File: config.mk
export PLATFORM = sky130hd
export DESIGN_NAME = sacu_top
export DESIGN_NICKNAME = d
export VERILOG_FILES = /design/src/sacu_pkg.sv /design/src/sacu_timing_if.sv /design/src/sacu_timing_lut.sv /design/src/sacu_top.sv
export SDC_FILE = /design/constraint.sdc
export NUM_CORES = 1
export LEC_CHECK = 0
export ABC_CLOCK_PERIOD_IN_PS = 7200
export BUFFER_PORTS_ARGS = -buffer_cell sky130_fd_sc_hd__buf_2
export CORE_MARGIN = 2
export CORE_UTILIZATION = 40
export CTS_BUF_LIST = sky130_fd_sc_hd__clkbuf_8
export DETAILED_ROUTE_END_ITERATION = 12
export PLACE_DENSITY_LB_ADDON = 0.25
export SLEW_MARGIN = 10
export SYNTH_ARGS = -nofsm -noshare
export SYNTH_HDL_FRONTEND = slang
export SYNTH_SLANG_ARGS = --single-unit
export TNS_END_PERCENT = 5
File: constraint.sdc
create_clock -name clock -period 7.2 [get_ports clock]
set_input_delay 0.36 -clock clock [delete_from_list [all_inputs] [get_ports clock]]
set_output_delay 0.36 -clock clock [all_outputs]
set_load 0.05 [all_outputs]
File: src/sacu_pkg.sv
// Constants shared by the function-command unit and its timing table
package sacu_pkg;
	// ------------------------------------------------------------
	// Clock and timing
	// ------------------------------------------------------------
	localparam int CLK_PERIOD_NS = 100;
	localparam int CMD_TAIL_NS = 1090;
	localparam int CMD_TAIL_CYC = CMD_TAIL_NS / CLK_PERIOD_NS;
	localparam int PROG_FULL_MULT = 8;
	localparam int BUSY_CNT_W = 24;

	// ------------------------------------------------------------
	// Command codes and read pointer targets
	// ------------------------------------------------------------
	localparam int CMD_COUNT = 14;
	localparam logic [7:0] CMD_COPY = 8'h5A;
	localparam logic [7:0] CMD_MASTER_RESET = 8'hF0;
	localparam logic [7:0] CMD_RESET_PULSE = 8'hB4;
	localparam logic [7:0] PTR_MASTER_STATUS = 8'h00;
	localparam logic [7:0] PTR_DATA = 8'h01;
	localparam logic [7:0] CMD_TABLE [CMD_COUNT] = '{
		CMD_COPY, CMD_MASTER_RESET, CMD_RESET_PULSE, 8'h87, 8'h96,
		8'hA5, 8'hC3, 8'hD2, 8'hE1, 8'h0F, 8'h1E, 8'h2D, 8'h3C, 8'h4B};
	localparam logic [7:0] PTR_TABLE [CMD_COUNT] = '{
		PTR_MASTER_STATUS, PTR_MASTER_STATUS, PTR_MASTER_STATUS,
		PTR_MASTER_STATUS, PTR_DATA, PTR_DATA, PTR_DATA, PTR_DATA,
		PTR_MASTER_STATUS, PTR_MASTER_STATUS, PTR_DATA, PTR_DATA,
		PTR_MASTER_STATUS, PTR_DATA};

	// ------------------------------------------------------------
	// Copy parameter byte fields
	// ------------------------------------------------------------
	localparam int PB_DEST_BIT = 7;
	localparam int PB_TT_HI = 5;
	localparam int PB_TT_LO = 4;
	localparam int PB_FS_BIT = 3;
	localparam int PB_SEG_HI = 2;
	localparam int PAGE_BYTES = 32;
	localparam int SEG_BYTES = 4;
	localparam int PAGE_COUNT = 2;

	// ------------------------------------------------------------
	// Port timing code conversion
	// ------------------------------------------------------------
	localparam logic [9:0] RSTL_NORMAL_BASE_US = 10'h1B8;
	localparam logic [9:0] RSTL_NORMAL_STEP_US = 10'h014;
	localparam logic [9:0] RSTL_FAST_BASE_US = 10'h02C;
	localparam logic [9:0] RSTL_FAST_STEP_US = 10'h002;
	localparam logic [3:0] REC_FLAT_CODE = 4'h5;
	localparam logic [7:0] REC_STEP_TENTH_US = 8'h19;
	localparam logic [7:0] REC_MAX_TENTH_US = 8'hFA;
	localparam logic [3:0] PULLUP_SWITCH_CODE = 4'h6;
	localparam logic [9:0] PULLUP_LOW_OHM = 10'h1F4;
	localparam logic [9:0] PULLUP_HIGH_OHM = 10'h3E8;

	typedef enum logic [1:0] {
		SACU_IDLE = 2'b00,
		SACU_PARAM = 2'b01,
		SACU_BUSY = 2'b10,
		SACU_DONE = 2'b11
	} sacu_state_e;
endpackage

File: src/sacu_timing_if.sv
// Carrier between the command unit and its timing code table
`timescale 1ns/10ps
`default_nettype none
interface sacu_timing_if;
	logic [3:0] reset_code;
	logic [3:0] recovery_code;
	logic [3:0] pullup_code;
	logic fast_speed;
	logic [9:0] bus_reset_low_time;
	logic [7:0] recovery_time;
	logic [9:0] weak_pullup_resistance;
	modport table_side (input reset_code, recovery_code, pullup_code,
		fast_speed, output bus_reset_low_time, recovery_time,
		weak_pullup_resistance);
	modport user_side (output reset_code, recovery_code, pullup_code,
		fast_speed, input bus_reset_low_time, recovery_time,
		weak_pullup_resistance);
endinterface
`default_nettype wire

File: src/sacu_timing_lut.sv
// Conversion of four-bit port timing codes to values
`timescale 1ns/10ps
`default_nettype none
module sacu_timing_lut (
	sacu_timing_if.table_side tim
);
	wire [9:0] code_rst;
	wire [7:0] code_rec;
	wire [9:0] normal_rst;
	wire [9:0] fast_rst;
	wire [7:0] rec_steps;

	assign code_rst = {6'h00, tim.reset_code};
	assign code_rec = {4'h0, tim.recovery_code};
	// Reset low time, one line per speed
	assign normal_rst = 10'(sacu_pkg::RSTL_NORMAL_BASE_US
		+ code_rst * sacu_pkg::RSTL_NORMAL_STEP_US);
	assign fast_rst = 10'(sacu_pkg::RSTL_FAST_BASE_US
		+ code_rst * sacu_pkg::RSTL_FAST_STEP_US);
	assign tim.bus_reset_low_time = tim.fast_speed ? fast_rst : normal_rst;
	// Recovery in tenths of a microsecond, flat then stepping, then capped
	assign rec_steps = (tim.recovery_code <= sacu_pkg::REC_FLAT_CODE) ?
		8'h01 : 8'(code_rec - 8'h04);
	assign tim.recovery_time =
		(tim.recovery_code == 4'hF) ? sacu_pkg::REC_MAX_TENTH_US :
		8'(rec_steps * sacu_pkg::REC_STEP_TENTH_US);
	assign tim.weak_pullup_resistance =
		(tim.pullup_code < sacu_pkg::PULLUP_SWITCH_CODE) ?
		sacu_pkg::PULLUP_LOW_OHM : sacu_pkg::PULLUP_HIGH_OHM;
endmodule
`default_nettype wire

File: src/sacu_top.sv
// Function-command interpreter with scratch buffer to user page copy
// ------------------------------------------------------------
// ------------------------------------------------------------
`timescale 1ns/10ps
`default_nettype none
module sacu_top #(
	parameter int PROG_TIME_US = 10000
) (
	input wire logic clock,
	input wire logic reset,
	input wire logic rx_valid,
	input wire logic [7:0] rx_byte,
	output logic rx_ack,
	output logic busy,
	output logic cmd_done,
	output logic cmd_strobe,
	output logic [7:0] cmd_code,
	output logic [7:0] read_ptr,
	input wire logic scratch_wr_en,
	input wire logic [4:0] scratch_wr_addr,
	input wire logic [7:0] scratch_wr_data,
	input wire logic [5:0] eeprom_rd_addr,
	output logic [7:0] eeprom_rd_data,
	input wire logic [1:0] page_lock,
	input wire logic [15:0] segment_lock,
	input wire logic [7:0] reset_code,
	input wire logic [3:0] recovery_code,
	input wire logic [3:0] pullup_code,
	input wire logic fast_speed,
	output logic [9:0] bus_reset_low_time,
	output logic [7:0] recovery_time,
	output logic [9:0] weak_pullup_resistance
);
	localparam int PROG_CYC = PROG_TIME_US * 1000 / sacu_pkg::CLK_PERIOD_NS;
	localparam int TAIL_BOUND = sacu_pkg::CMD_TAIL_CYC;
	localparam int EE_BYTES = sacu_pkg::PAGE_BYTES * sacu_pkg::PAGE_COUNT;

	sacu_pkg::sacu_state_e state;
	sacu_pkg::sacu_state_e next_state;
	logic [7:0] scratch_buffer [sacu_pkg::PAGE_BYTES];
	logic [7:0] eeprom [EE_BYTES];
	logic [sacu_pkg::BUSY_CNT_W-1:0] busy_cnt;
	logic cp_user;
	logic cp_page;
	logic cp_fs;
	logic [2:0] cp_seg;
	logic [7:0] next_ptr;
	logic [sacu_pkg::CMD_COUNT-1:0] cmd_hit;

	// ------------------------------------------------------------
	// Command decode
	// ------------------------------------------------------------
	genvar g;
	for (g = 0; g < sacu_pkg::CMD_COUNT; g++) begin : g_cmd
		assign cmd_hit[g] = rx_byte == sacu_pkg::CMD_TABLE[g];
	end

	always_comb begin
		next_ptr = 8'h00;
		for (int k = 0; k < sacu_pkg::CMD_COUNT; k++) begin
			if (cmd_hit[k]) begin
				next_ptr = sacu_pkg::PTR_TABLE[k];
			end
		end
	end

	wire cmd_known = |cmd_hit;
	wire in_idle = state == sacu_pkg::SACU_IDLE;
	wire in_param = state == sacu_pkg::SACU_PARAM;
	wire cmd_take = rx_valid && in_idle && cmd_known;
	wire is_copy = rx_byte == sacu_pkg::CMD_COPY;

	// ------------------------------------------------------------
	// Copy parameter decode
	// ------------------------------------------------------------
	wire dest_user = rx_byte[sacu_pkg::PB_DEST_BIT];
	wire [1:0] target_page_field =
		rx_byte[sacu_pkg::PB_TT_HI:sacu_pkg::PB_TT_LO];
	wire fs_req = rx_byte[sacu_pkg::PB_FS_BIT];
	wire [2:0] segment_index = rx_byte[sacu_pkg::PB_SEG_HI:0];
	wire tgt_page = target_page_field[0];
	// Page field 1x is reserved for a user target, 00 only otherwise
	wire param_ok = dest_user ? !target_page_field[1] :
		(target_page_field == 2'b00);
	wire [7:0] page_seg_lock = tgt_page ? segment_lock[15:8] :
		segment_lock[7:0];
	wire eff_fs = fs_req || (|page_seg_lock);
	wire tgt_locked = dest_user && (page_lock[tgt_page]
		|| (eff_fs && page_seg_lock[segment_index]));
	wire param_take = rx_valid && in_param && param_ok;
	// A secret-area target has no user page and always takes full time
	wire [sacu_pkg::BUSY_CNT_W-1:0] busy_len = (dest_user && eff_fs) ?
		sacu_pkg::BUSY_CNT_W'(PROG_CYC) :
		sacu_pkg::BUSY_CNT_W'(PROG_CYC * sacu_pkg::PROG_FULL_MULT);
	wire commit = (state == sacu_pkg::SACU_BUSY) &&
		(busy_cnt == sacu_pkg::BUSY_CNT_W'(1));

	// Busy bytes and bad bytes alike get no acknowledge
	assign rx_ack = cmd_take || param_take;
	assign busy = state == sacu_pkg::SACU_BUSY;
	assign cmd_done = state == sacu_pkg::SACU_DONE;

	// ------------------------------------------------------------
	// Sequencer
	// ------------------------------------------------------------
	always_comb begin
		next_state = state;
		case (state)
			sacu_pkg::SACU_IDLE: begin
				if (cmd_take && is_copy) begin
					next_state = sacu_pkg::SACU_PARAM;
				end
			end
			sacu_pkg::SACU_PARAM: begin
				if (param_take) begin
					next_state = tgt_locked ? sacu_pkg::SACU_DONE :
						sacu_pkg::SACU_BUSY;
				end else if (rx_valid) begin
					next_state = sacu_pkg::SACU_IDLE;
				end
			end
			sacu_pkg::SACU_BUSY: begin
				if (commit) begin
					next_state = sacu_pkg::SACU_DONE;
				end
			end
			default: begin
				next_state = sacu_pkg::SACU_IDLE;
			end
		endcase
	end

	always_ff @(posedge clock) begin
		if (reset) begin
			state <= sacu_pkg::SACU_IDLE;
		end else begin
			state <= next_state;
		end
	end

	always_ff @(posedge clock) begin
		if (reset) begin
			busy_cnt <= '0;
		end else if (param_take) begin
			busy_cnt <= busy_len;
		end else if (busy) begin
			busy_cnt <= busy_cnt - sacu_pkg::BUSY_CNT_W'(1);
		end
	end

	always_ff @(posedge clock) begin
		if (reset) begin
			cp_user <= 1'b0;
			cp_page <= 1'b0;
			cp_fs <= 1'b0;
			cp_seg <= 3'h0;
		end else if (param_take) begin
			cp_user <= dest_user;
			cp_page <= tgt_page;
			cp_fs <= eff_fs;
			cp_seg <= segment_index;
		end
	end

	// Copy takes no other setting; only the pointer and cmd_code are touched
	always_ff @(posedge clock) begin
		if (reset) begin
			read_ptr <= sacu_pkg::PTR_MASTER_STATUS;
			cmd_strobe <= 1'b0;
			cmd_code <= 8'h00;
		end else begin
			// Copy never reaches the single-wire side
			cmd_strobe <= cmd_take && !is_copy;
			if (cmd_take) begin
				read_ptr <= next_ptr;
				cmd_code <= rx_byte;
			end
		end
	end

	// ------------------------------------------------------------
	// Scratch buffer and user pages
	// ------------------------------------------------------------
	always_ff @(posedge clock) begin
		if (scratch_wr_en) begin
			scratch_buffer[scratch_wr_addr] <= scratch_wr_data;
		end
	end

	// One writer per byte; a segment maps to the same scratch offset
	for (g = 0; g < EE_BYTES; g++) begin : g_ee
		localparam logic PG = 1'(g / sacu_pkg::PAGE_BYTES);
		localparam int OFS = g % sacu_pkg::PAGE_BYTES;
		localparam logic [2:0] SG = 3'(OFS / sacu_pkg::SEG_BYTES);
		wire wr_hit = commit && cp_user && (cp_page == PG)
			&& (!cp_fs || cp_seg == SG);
		always_ff @(posedge clock) begin
			if (wr_hit) begin
				eeprom[g] <= scratch_buffer[OFS];
			end
		end
	end

	always_ff @(posedge clock) begin
		if (reset) begin
			eeprom_rd_data <= 8'h00;
		end else begin
			eeprom_rd_data <= eeprom[eeprom_rd_addr];
		end
	end

	// ------------------------------------------------------------
	// Timing code table
	// ------------------------------------------------------------
	sacu_timing_if tim ();
	assign tim.reset_code = fast_speed ? reset_code[7:4] : reset_code[3:0];
	assign tim.recovery_code = recovery_code;
	assign tim.pullup_code = pullup_code;
	assign tim.fast_speed = fast_speed;
	sacu_timing_lut u_lut (.tim(tim.table_side));

	always_ff @(posedge clock) begin
		if (reset) begin
			bus_reset_low_time <= 10'h000;
			recovery_time <= 8'h00;
			weak_pullup_resistance <= 10'h000;
		end else begin
			bus_reset_low_time <= tim.bus_reset_low_time;
			recovery_time <= tim.recovery_time;
			weak_pullup_resistance <= tim.weak_pullup_resistance;
		end
	end

	// ------------------------------------------------------------
	// Checks
	// ------------------------------------------------------------
	logic [sacu_pkg::BUSY_CNT_W-1:0] busy_run;
	logic [sacu_pkg::BUSY_CNT_W-1:0] busy_exp;
	always_ff @(posedge clock) begin
		if (reset || param_take) begin
			busy_run <= '0;
			busy_exp <= busy_len;
		end else if (busy) begin
			busy_run <= busy_run + sacu_pkg::BUSY_CNT_W'(1);
		end
	end
endmodule
`default_nettype wire

==> results of run 1 <==
cell families after synthesis:
kind of cell,count (synthesis)
flip-flops,838
AND/OR/NAND/NOR,290
multiplexers,173
AO/OA/AOI/OAI,148
buffers and inverters,113
XOR/XNOR,21
adder cells (fa/ha/maj),20
other,2
cell type report:
class,instances,area (um^2)
clock buffer,142,1950
antenna,1,2.50
clock inverter,93,493
multi-input combinational,665,6410
fill,6555,41700
sequential,838,24500
inverter,28,105
tap,1040,1300
timing repair buffer,161,1060
stage by stage:
stage	cells	utilization
6_report	2968	0.462
3_5_place_dp	2705	0.427
3_3_place_gp	2705	0.427
4_1_cts	2966	0.462
2_1_floorplan	1616	-
5_1_grt	2968	0.462
synth_stat cells, types with 3 or more instances:
library cell,instances,area share
o21ai_0,21,0.0034
fa_1,3,0.0019
nor2_2,7,0.0014
and2_1,4,0.00080
xnor2_1,16,0.0045
xor2_1,5,0.0014
clkbuf_1,35,0.0042
buf_2,25,0.0040
o31ai_1,3,0.00072
a211oi_1,11,0.0026
mux2i_1,33,0.011
nor4_1,13,0.0026
nor2b_1,9,0.0018
nand2_1,81,0.0097
mux4_2,138,0.099
nor2_1,94,0.011
nand3_1,14,0.0022
a21boi_0,3,0.00072
and3_1,3,0.00060
o22ai_1,4,0.00080
o2111ai_1,4,0.0011
nand2b_1,9,0.0018
a31oi_1,15,0.0030
a21oi_1,49,0.0078
ha_1,17,0.0068
o31a_1,3,0.00084
o211ai_1,4,0.00096
edfxtp_1,768,0.74
inv_1,28,0.0034
buf_4,20,0.0048
o21a_1,3,0.00072
or3_1,3,0.00060
nand4_1,5,0.0010
a22oi_1,8,0.0019
or3b_2,5,0.0014
nand3b_1,6,0.0014
or2_2,3,0.00060
buf_1,4,0.00048
dfxtp_1,70,0.045
nor3_1,20,0.0032
per-layer routing:
layer	vias to the layer above	global-route usage	wire length [um]
li1	6848	-	-
met1	8098	0.239	30000
met2	526	0.278	33500
met3	103	0.0405	4440
met4	4	0.0575	1470
met5	-	0	30
power by group through the flow:
stage	clock [W]	combinational [W]	sequential, W
2_1_floorplan	0	0.000256	0.00548
3_3_place_gp	0	0.000472	0.00542
3_5_place_dp	0	0.000476	0.00542
4_1_cts	0.00385	0.000489	0.00532
5_1_grt	0.00407	0.000522	0.00532
6_report	0.00374	0.000487	0.00532
critical path: cells and delay by family, from the launching register on:
kind / cells / cell delay, ns
compound gates: 1 / 0.98
flops: 1 / 0.35
simple gates: 5 / 1.80
state kept, by name, summed over array words and instances, names as in the netlist:
| name | flops |
|---|---|
| eeprom | 512 |
| scratch_buffer | 256 |
| busy_cnt | 24 |
| bus_reset_low_time | 9 |
| cmd_code | 8 |
| eeprom_rd_data | 8 |
| recovery_time | 8 |
| cp_seg | 3 |
| weak_pullup_resistance | 3 |
| state | 2 |
| cmd_strobe | 1 |
| cp_fs | 1 |
| cp_page | 1 |
| cp_user | 1 |
| read_ptr | 1 |
worst paths after layout:
kind / from / end / slack [ns] / cells past startpoint
worst min register to register: scratch_buffer[8][0] / eeprom[40][0] / 0.43 / 0
worst min-delay path: recovery_code[1] / recovery_time[4] / 0.09 / 4
worst max-delay path: busy_cnt[16] / eeprom[30][4] / 3.62 / 6
worst max register to register: busy_cnt[16] / eeprom[30][4] / 3.62 / 6
cell usage in the layout, fill, tap and decap left out, types with 9 or more instances in the layout:
cell type,count
a211oi_1,11
a21oi_1,48
a31oi_1,15
buf_2,107
buf_4,23
clkbuf_8,142
clkinv_1,35
clkinv_2,13
conb_1,13
dfxtp_1,70
dlygate4sd3_1,26
edfxtp_1,768
ha_1,17
inv_1,61
mux2i_1,33
mux4_2,138
nand2_1,81
nand2b_1,9
nand3_1,14
nor2_1,87
nor2_4,9
nor2b_1,9
nor3_1,20
nor4_1,13
o21ai_0,21
xnor2_1,16
timing repair:
action                    CTS  global route
buffers inserted            0             0
hold buffers               26             0
resized for setup           0             0
hold endpoints to repair   30             0
==> flow_summary.json, run 1 <==
{
  "status": "finished, final reports clean",
  "synth_compound_area_frac": 0.0303,
  "row_count": 102,
  "drt_iter0_drc": 1428,
  "worstMarginPinSlew_ns": 1.27,
  "cts_buffers": 133,
  "vias": 15600,
  "antenna_found_initial": 5,
  "syn_area_mm2": 0.0313,
  "ctsRootBufferMaster": "clkbuf_8",
  "grt_use_total": 0.175,
  "worstPathCellList": "or4_4 -> or3_4 -> nor4b_4 -> and4_4 -> nand2b_2 -> a21oi_4",
  "place_hpwl_mm": 42.0,
  "synth_top_flop_cell": "edfxtp_1",
  "clockBufferDepth": 3,
  "drv_slew": 0,
  "die_area_mm2": 0.0805,
  "vdd_drop_max_mv": 0.140,
  "areaGrowthSynthToFinish_pct": 14.4,
  "yosys_warnings": 0,
  "clk_pin_slew_ns": 0.06,
  "report.power.total_w": 0.00954,
  "finalWirelength_mm": 69.4,
  "nets": 1913,
  "cp-start-kind": "register",
  "synth_top_family_by_area": "multiplexers",
  "gr-total-overflow": 0,
  "synth_cell_types": 71,
  "end_kind": "register",
  "setup_viol": 0,
  "drtPass1Iterations": 5,
  "switching_share": 0.225,
  "p_seq_frac": 0.557,
  "port_buffers": 110,
  "cp.arrival_ns": 3.93,
  "drc_errors": 0,
  "hp-class": "in -> reg",
  "finalCriticalPeriod_ns": 3.58,
  "grt_max_degree": 70,
  "cap_violations": 0,
  "combPwrFrac": 0.051,
  "finalClockSkew_ns": 0.0318,
  "design_area_mm2": 0.0358,
  "synth_xor_area_frac": 0.00588,
  "power_frac_clock": 0.392,
  "die_w_um": 284,
  "min_period_over_period": 0.497,
  "tritoncts": "done",
  "switching_power_w": 0.00214,
  "async_flop_share": 0,
  "core_mm2": 0.0775,
  "fmax_mhz": 280,
  "viasPerCell": 5.25,
  "fin_tns_setup_ns": 0,
  "seq_area_frac_synth": 0.782,
  "path_max_fanout": 32,
  "syn_inst": 1605,
  "p_int_w": 0.00740,
  "die_h_um": 284,
  "ys_seq_elements": 838,
  "placed_cell_area_mm2": 0.0331,
  "synthSimpleGateAreaFrac": 0.0453,
  "post_drt_wl_per_cell_um": 23.4,
  "start_util": 0.404,
  "timing.slew.headroom": 0.150,
  "p_per_area_mw_per_mm2": 267,
  "worst_slack_ns": 3.62,
  "synth_edf_count": 768,
  "avgSynthCellArea_um2": 19.5,
  "cp_slowest_cell": "a21oi_4",
  "leakagePower_nw": 11.8,
  "cts-htree-levels": 4,
  "insertion_delay_ns": 0.77,
  "io-pin-count": 122,
  "whs_ns": 0.0857,
  "crit_type": "reg -> reg",
  "synth_mux_area_frac": 0.111,
  "hold_viol_final": 0,
  "critPathMaxStageDelay_ns": 0.98,
  "first_global_vias": 16200,
  "cts.sinks": 838,
  "drtAntennaViolNets": 0,
  "rsz0062_at_grt": "false",
  "grt_pass1_wl_mm": 103,
  "critical_path_required_ns": 7.55,
  "gp_congestion": 0.864,
  "dpl_worst_slack_ns": 3.56,
  "drive_gt1_frac": 0.248,
  "synth_fa_ha_area_frac": 0.00872
}
(Power assumes the default switching activity.)
==> run 2, diff against run 1 <==
--- a/config.mk
+++ b/config.mk
@@ -5,7 +5,7 @@
 export SDC_FILE = /design/constraint.sdc
 export NUM_CORES = 1
 export LEC_CHECK = 0
-export ABC_CLOCK_PERIOD_IN_PS = 7200
+export ABC_CLOCK_PERIOD_IN_PS = 3580
 export BUFFER_PORTS_ARGS = -buffer_cell sky130_fd_sc_hd__buf_2
 export CORE_MARGIN = 2
 export CORE_UTILIZATION = 40
==> constraint.sdc (replaced) <==
create_clock -name clock -period 3.58 [get_ports clock]
set_input_delay 0.179 -clock clock [delete_from_list [all_inputs] [get_ports clock]]
set_output_delay 0.179 -clock clock [all_outputs]
set_load 0.05 [all_outputs]
==> flow_summary.json, run 2 (synthesis gave the netlist of run 1 again) <==
{
  "layout_commonest_cell": "edfxtp_1",
  "tritoncts": "done",
  "grt_use_total": 0.179,
  "switching_share": 0.226,
  "p_seq_frac": 0.548,
  "fmax_mhz": 326,
  "cts_buffers": 140,
  "nets": 1997,
  "rrSetupSlack_ns": 0.56,
  "leakagePower_nw": 12.4,
  "drive_gt1_frac": 0.265,
  "drtPass1Iterations": 5,
  "status": "finished, final reports clean",
  "crit_type": "reg -> out",
  "cts_resized": 0,
  "rr_startpoint": "state[1]",
  "largest_reg_flops": 512,
  "die_w_um": 284,
  "switching_power_w": 0.00442,
  "place_hpwl_mm": 45.8,
  "io-pin-count": 122,
  "clk_pin_slew_ns": 0.06,
  "crit_path_end": "rx_ack",
  "viasPerCell": 5.20,
  "rsz0062_at_grt": "false",
  "drt_iter0_drc": 1520,
  "ctsRootBufferMaster": "clkbuf_8",
  "gr-total-overflow": 0,
  "core_mm2": 0.0775,
  "reg.largest.list": "eeprom (512), scratch_buffer (256), busy_cnt (24)",
  "timing.slew.headroom": 0.281,
  "cp-start-kind": "register",
  "finalCriticalPeriod_ns": 3.07,
  "combPwrFrac": 0.053,
  "post_drt_wl_per_cell_um": 23.2,
  "antenna_found_initial": 1,
  "areaGrowthSynthToFinish_pct": 17.5,
  "dpl_worst_slack_ns": 0.577,
  "worst_slack_ns": 0.513,
  "first_global_vias": 16500,
  "insertion_delay_ns": 0.78,
  "cts.sinks": 838,
  "p_int_w": 0.0151,
  "largest_register": "eeprom",
  "start_util": 0.404,
  "fin_tns_setup_ns": 0,
  "utilization": 0.475,
  "r2r-end": "cp_seg[2]",
  "final_cells": 3065,
  "vdd_drop_max_mv": 0.363,
  "placedCellCount": 2756,
  "grt_pass1_wl_mm": 105,
  "ff2ff_path_depth": 6,
  "die_h_um": 284,
  "worstMarginPinSlew_ns": 1.08,
  "setup_viol": 0,
  "vias": 15900,
  "hold_viol_final": 0,
  "startpoint": "state[1]",
  "hp-class": "in -> reg",
  "end_kind": "output pin",
  "grt_max_degree": 48,
  "die_area_mm2": 0.0805,
  "finalWirelength_mm": 71.1,
  "drv_slew": 0,
  "min_period_over_period": 0.857,
  "cts-htree-levels": 4,
  "clockBufferDepth": 3,
  "p_per_area_mw_per_mm2": 531,
  "path_max_fanout": 14,
  "whs_ns": 0.0741,
  "critical_path_required_ns": 3.40,
  "gp_congestion": 0.915,
  "power_frac_clock": 0.399,
  "drc_errors": 0,
  "port_buffers": 110,
  "finalClockSkew_ns": 0.0463,
  "drtAntennaViolNets": 0,
  "layout_common_cells": "edfxtp_1 (768), clkbuf_8 (148), mux4_2 (138)",
  "cap_violations": 0,
  "cp.arrival_ns": 2.89,
  "row_count": 102
}
[run 2: worst min path at each step]
stage                            start                         to  slack [ns]  depth (start not counted)
finish              scratch_wr_data[3]      scratch_buffer[14][3]        0.07                          1
floorplan           scratch_wr_data[0]       scratch_buffer[0][0]        0.28                          0
global route          segment_lock[13]                      cp_fs        0.04                          5
global placement        pullup_code[3]  weak_pullup_resistance[3]        0.40                          3
CTS                 scratch_wr_addr[2]      scratch_buffer[30][7]      0.0002                          3
detailed placement      pullup_code[3]  weak_pullup_resistance[3]        0.41                          3
[run 2: metrics by stage]
stage                     instance area (um^2)  total power [W]
after CTS                                36800           0.0197
final                                    36800           0.0195
after floorplan                          31300           0.0115
after detailed placement                 33600           0.0119
after global routing                     36800           0.0202
after global placement                   33600           0.0119
[run 2: critical path, cell delays in order (launching register included)]
cell      delay [ns]
dfxtp_1         0.35
nor4bb_1        0.76
o21ai_1         0.33
buf_4           0.30
nand2_1         0.10
buf_2           0.28
[run 2: power groups by stage]
stage                     Clock [W]  Combinational, W  Sequential (W)
after floorplan                   0          0.000514          0.0110
after global placement            0          0.000983          0.0109
after detailed placement          0          0.000990          0.0109
after CTS                   0.00801           0.00104          0.0107
after global routing        0.00844           0.00110          0.0107
final                       0.00779           0.00104          0.0107
[run 2: timing repair]
item,CTS,global route
buffers inserted,0,0
endpoints found under the hold margin,164,0
hold buffers,53,0
[run 2: area by class of cell]
class / count / area, um^2
clock buffers: 148 / 2040
multi-input cells: 665 / 6400
diodes: 1 / 2.50
clock inverters: 107 / 564
flip-flops and latches: 838 / 24500
inverters: 28 / 105
well taps: 1040 / 1300
repair buffers: 238 / 1900
fillers: 6542 / 40700
[run 2: layer usage]
layer  vias to the layer above  GRT usage  wire (um)
li1                       7041          -          -
met1                      8259      0.245      31100
met2                       542      0.286      34500
met3                       106     0.0375       3960
met4                         0     0.0593       1550
met5                         -          0          0
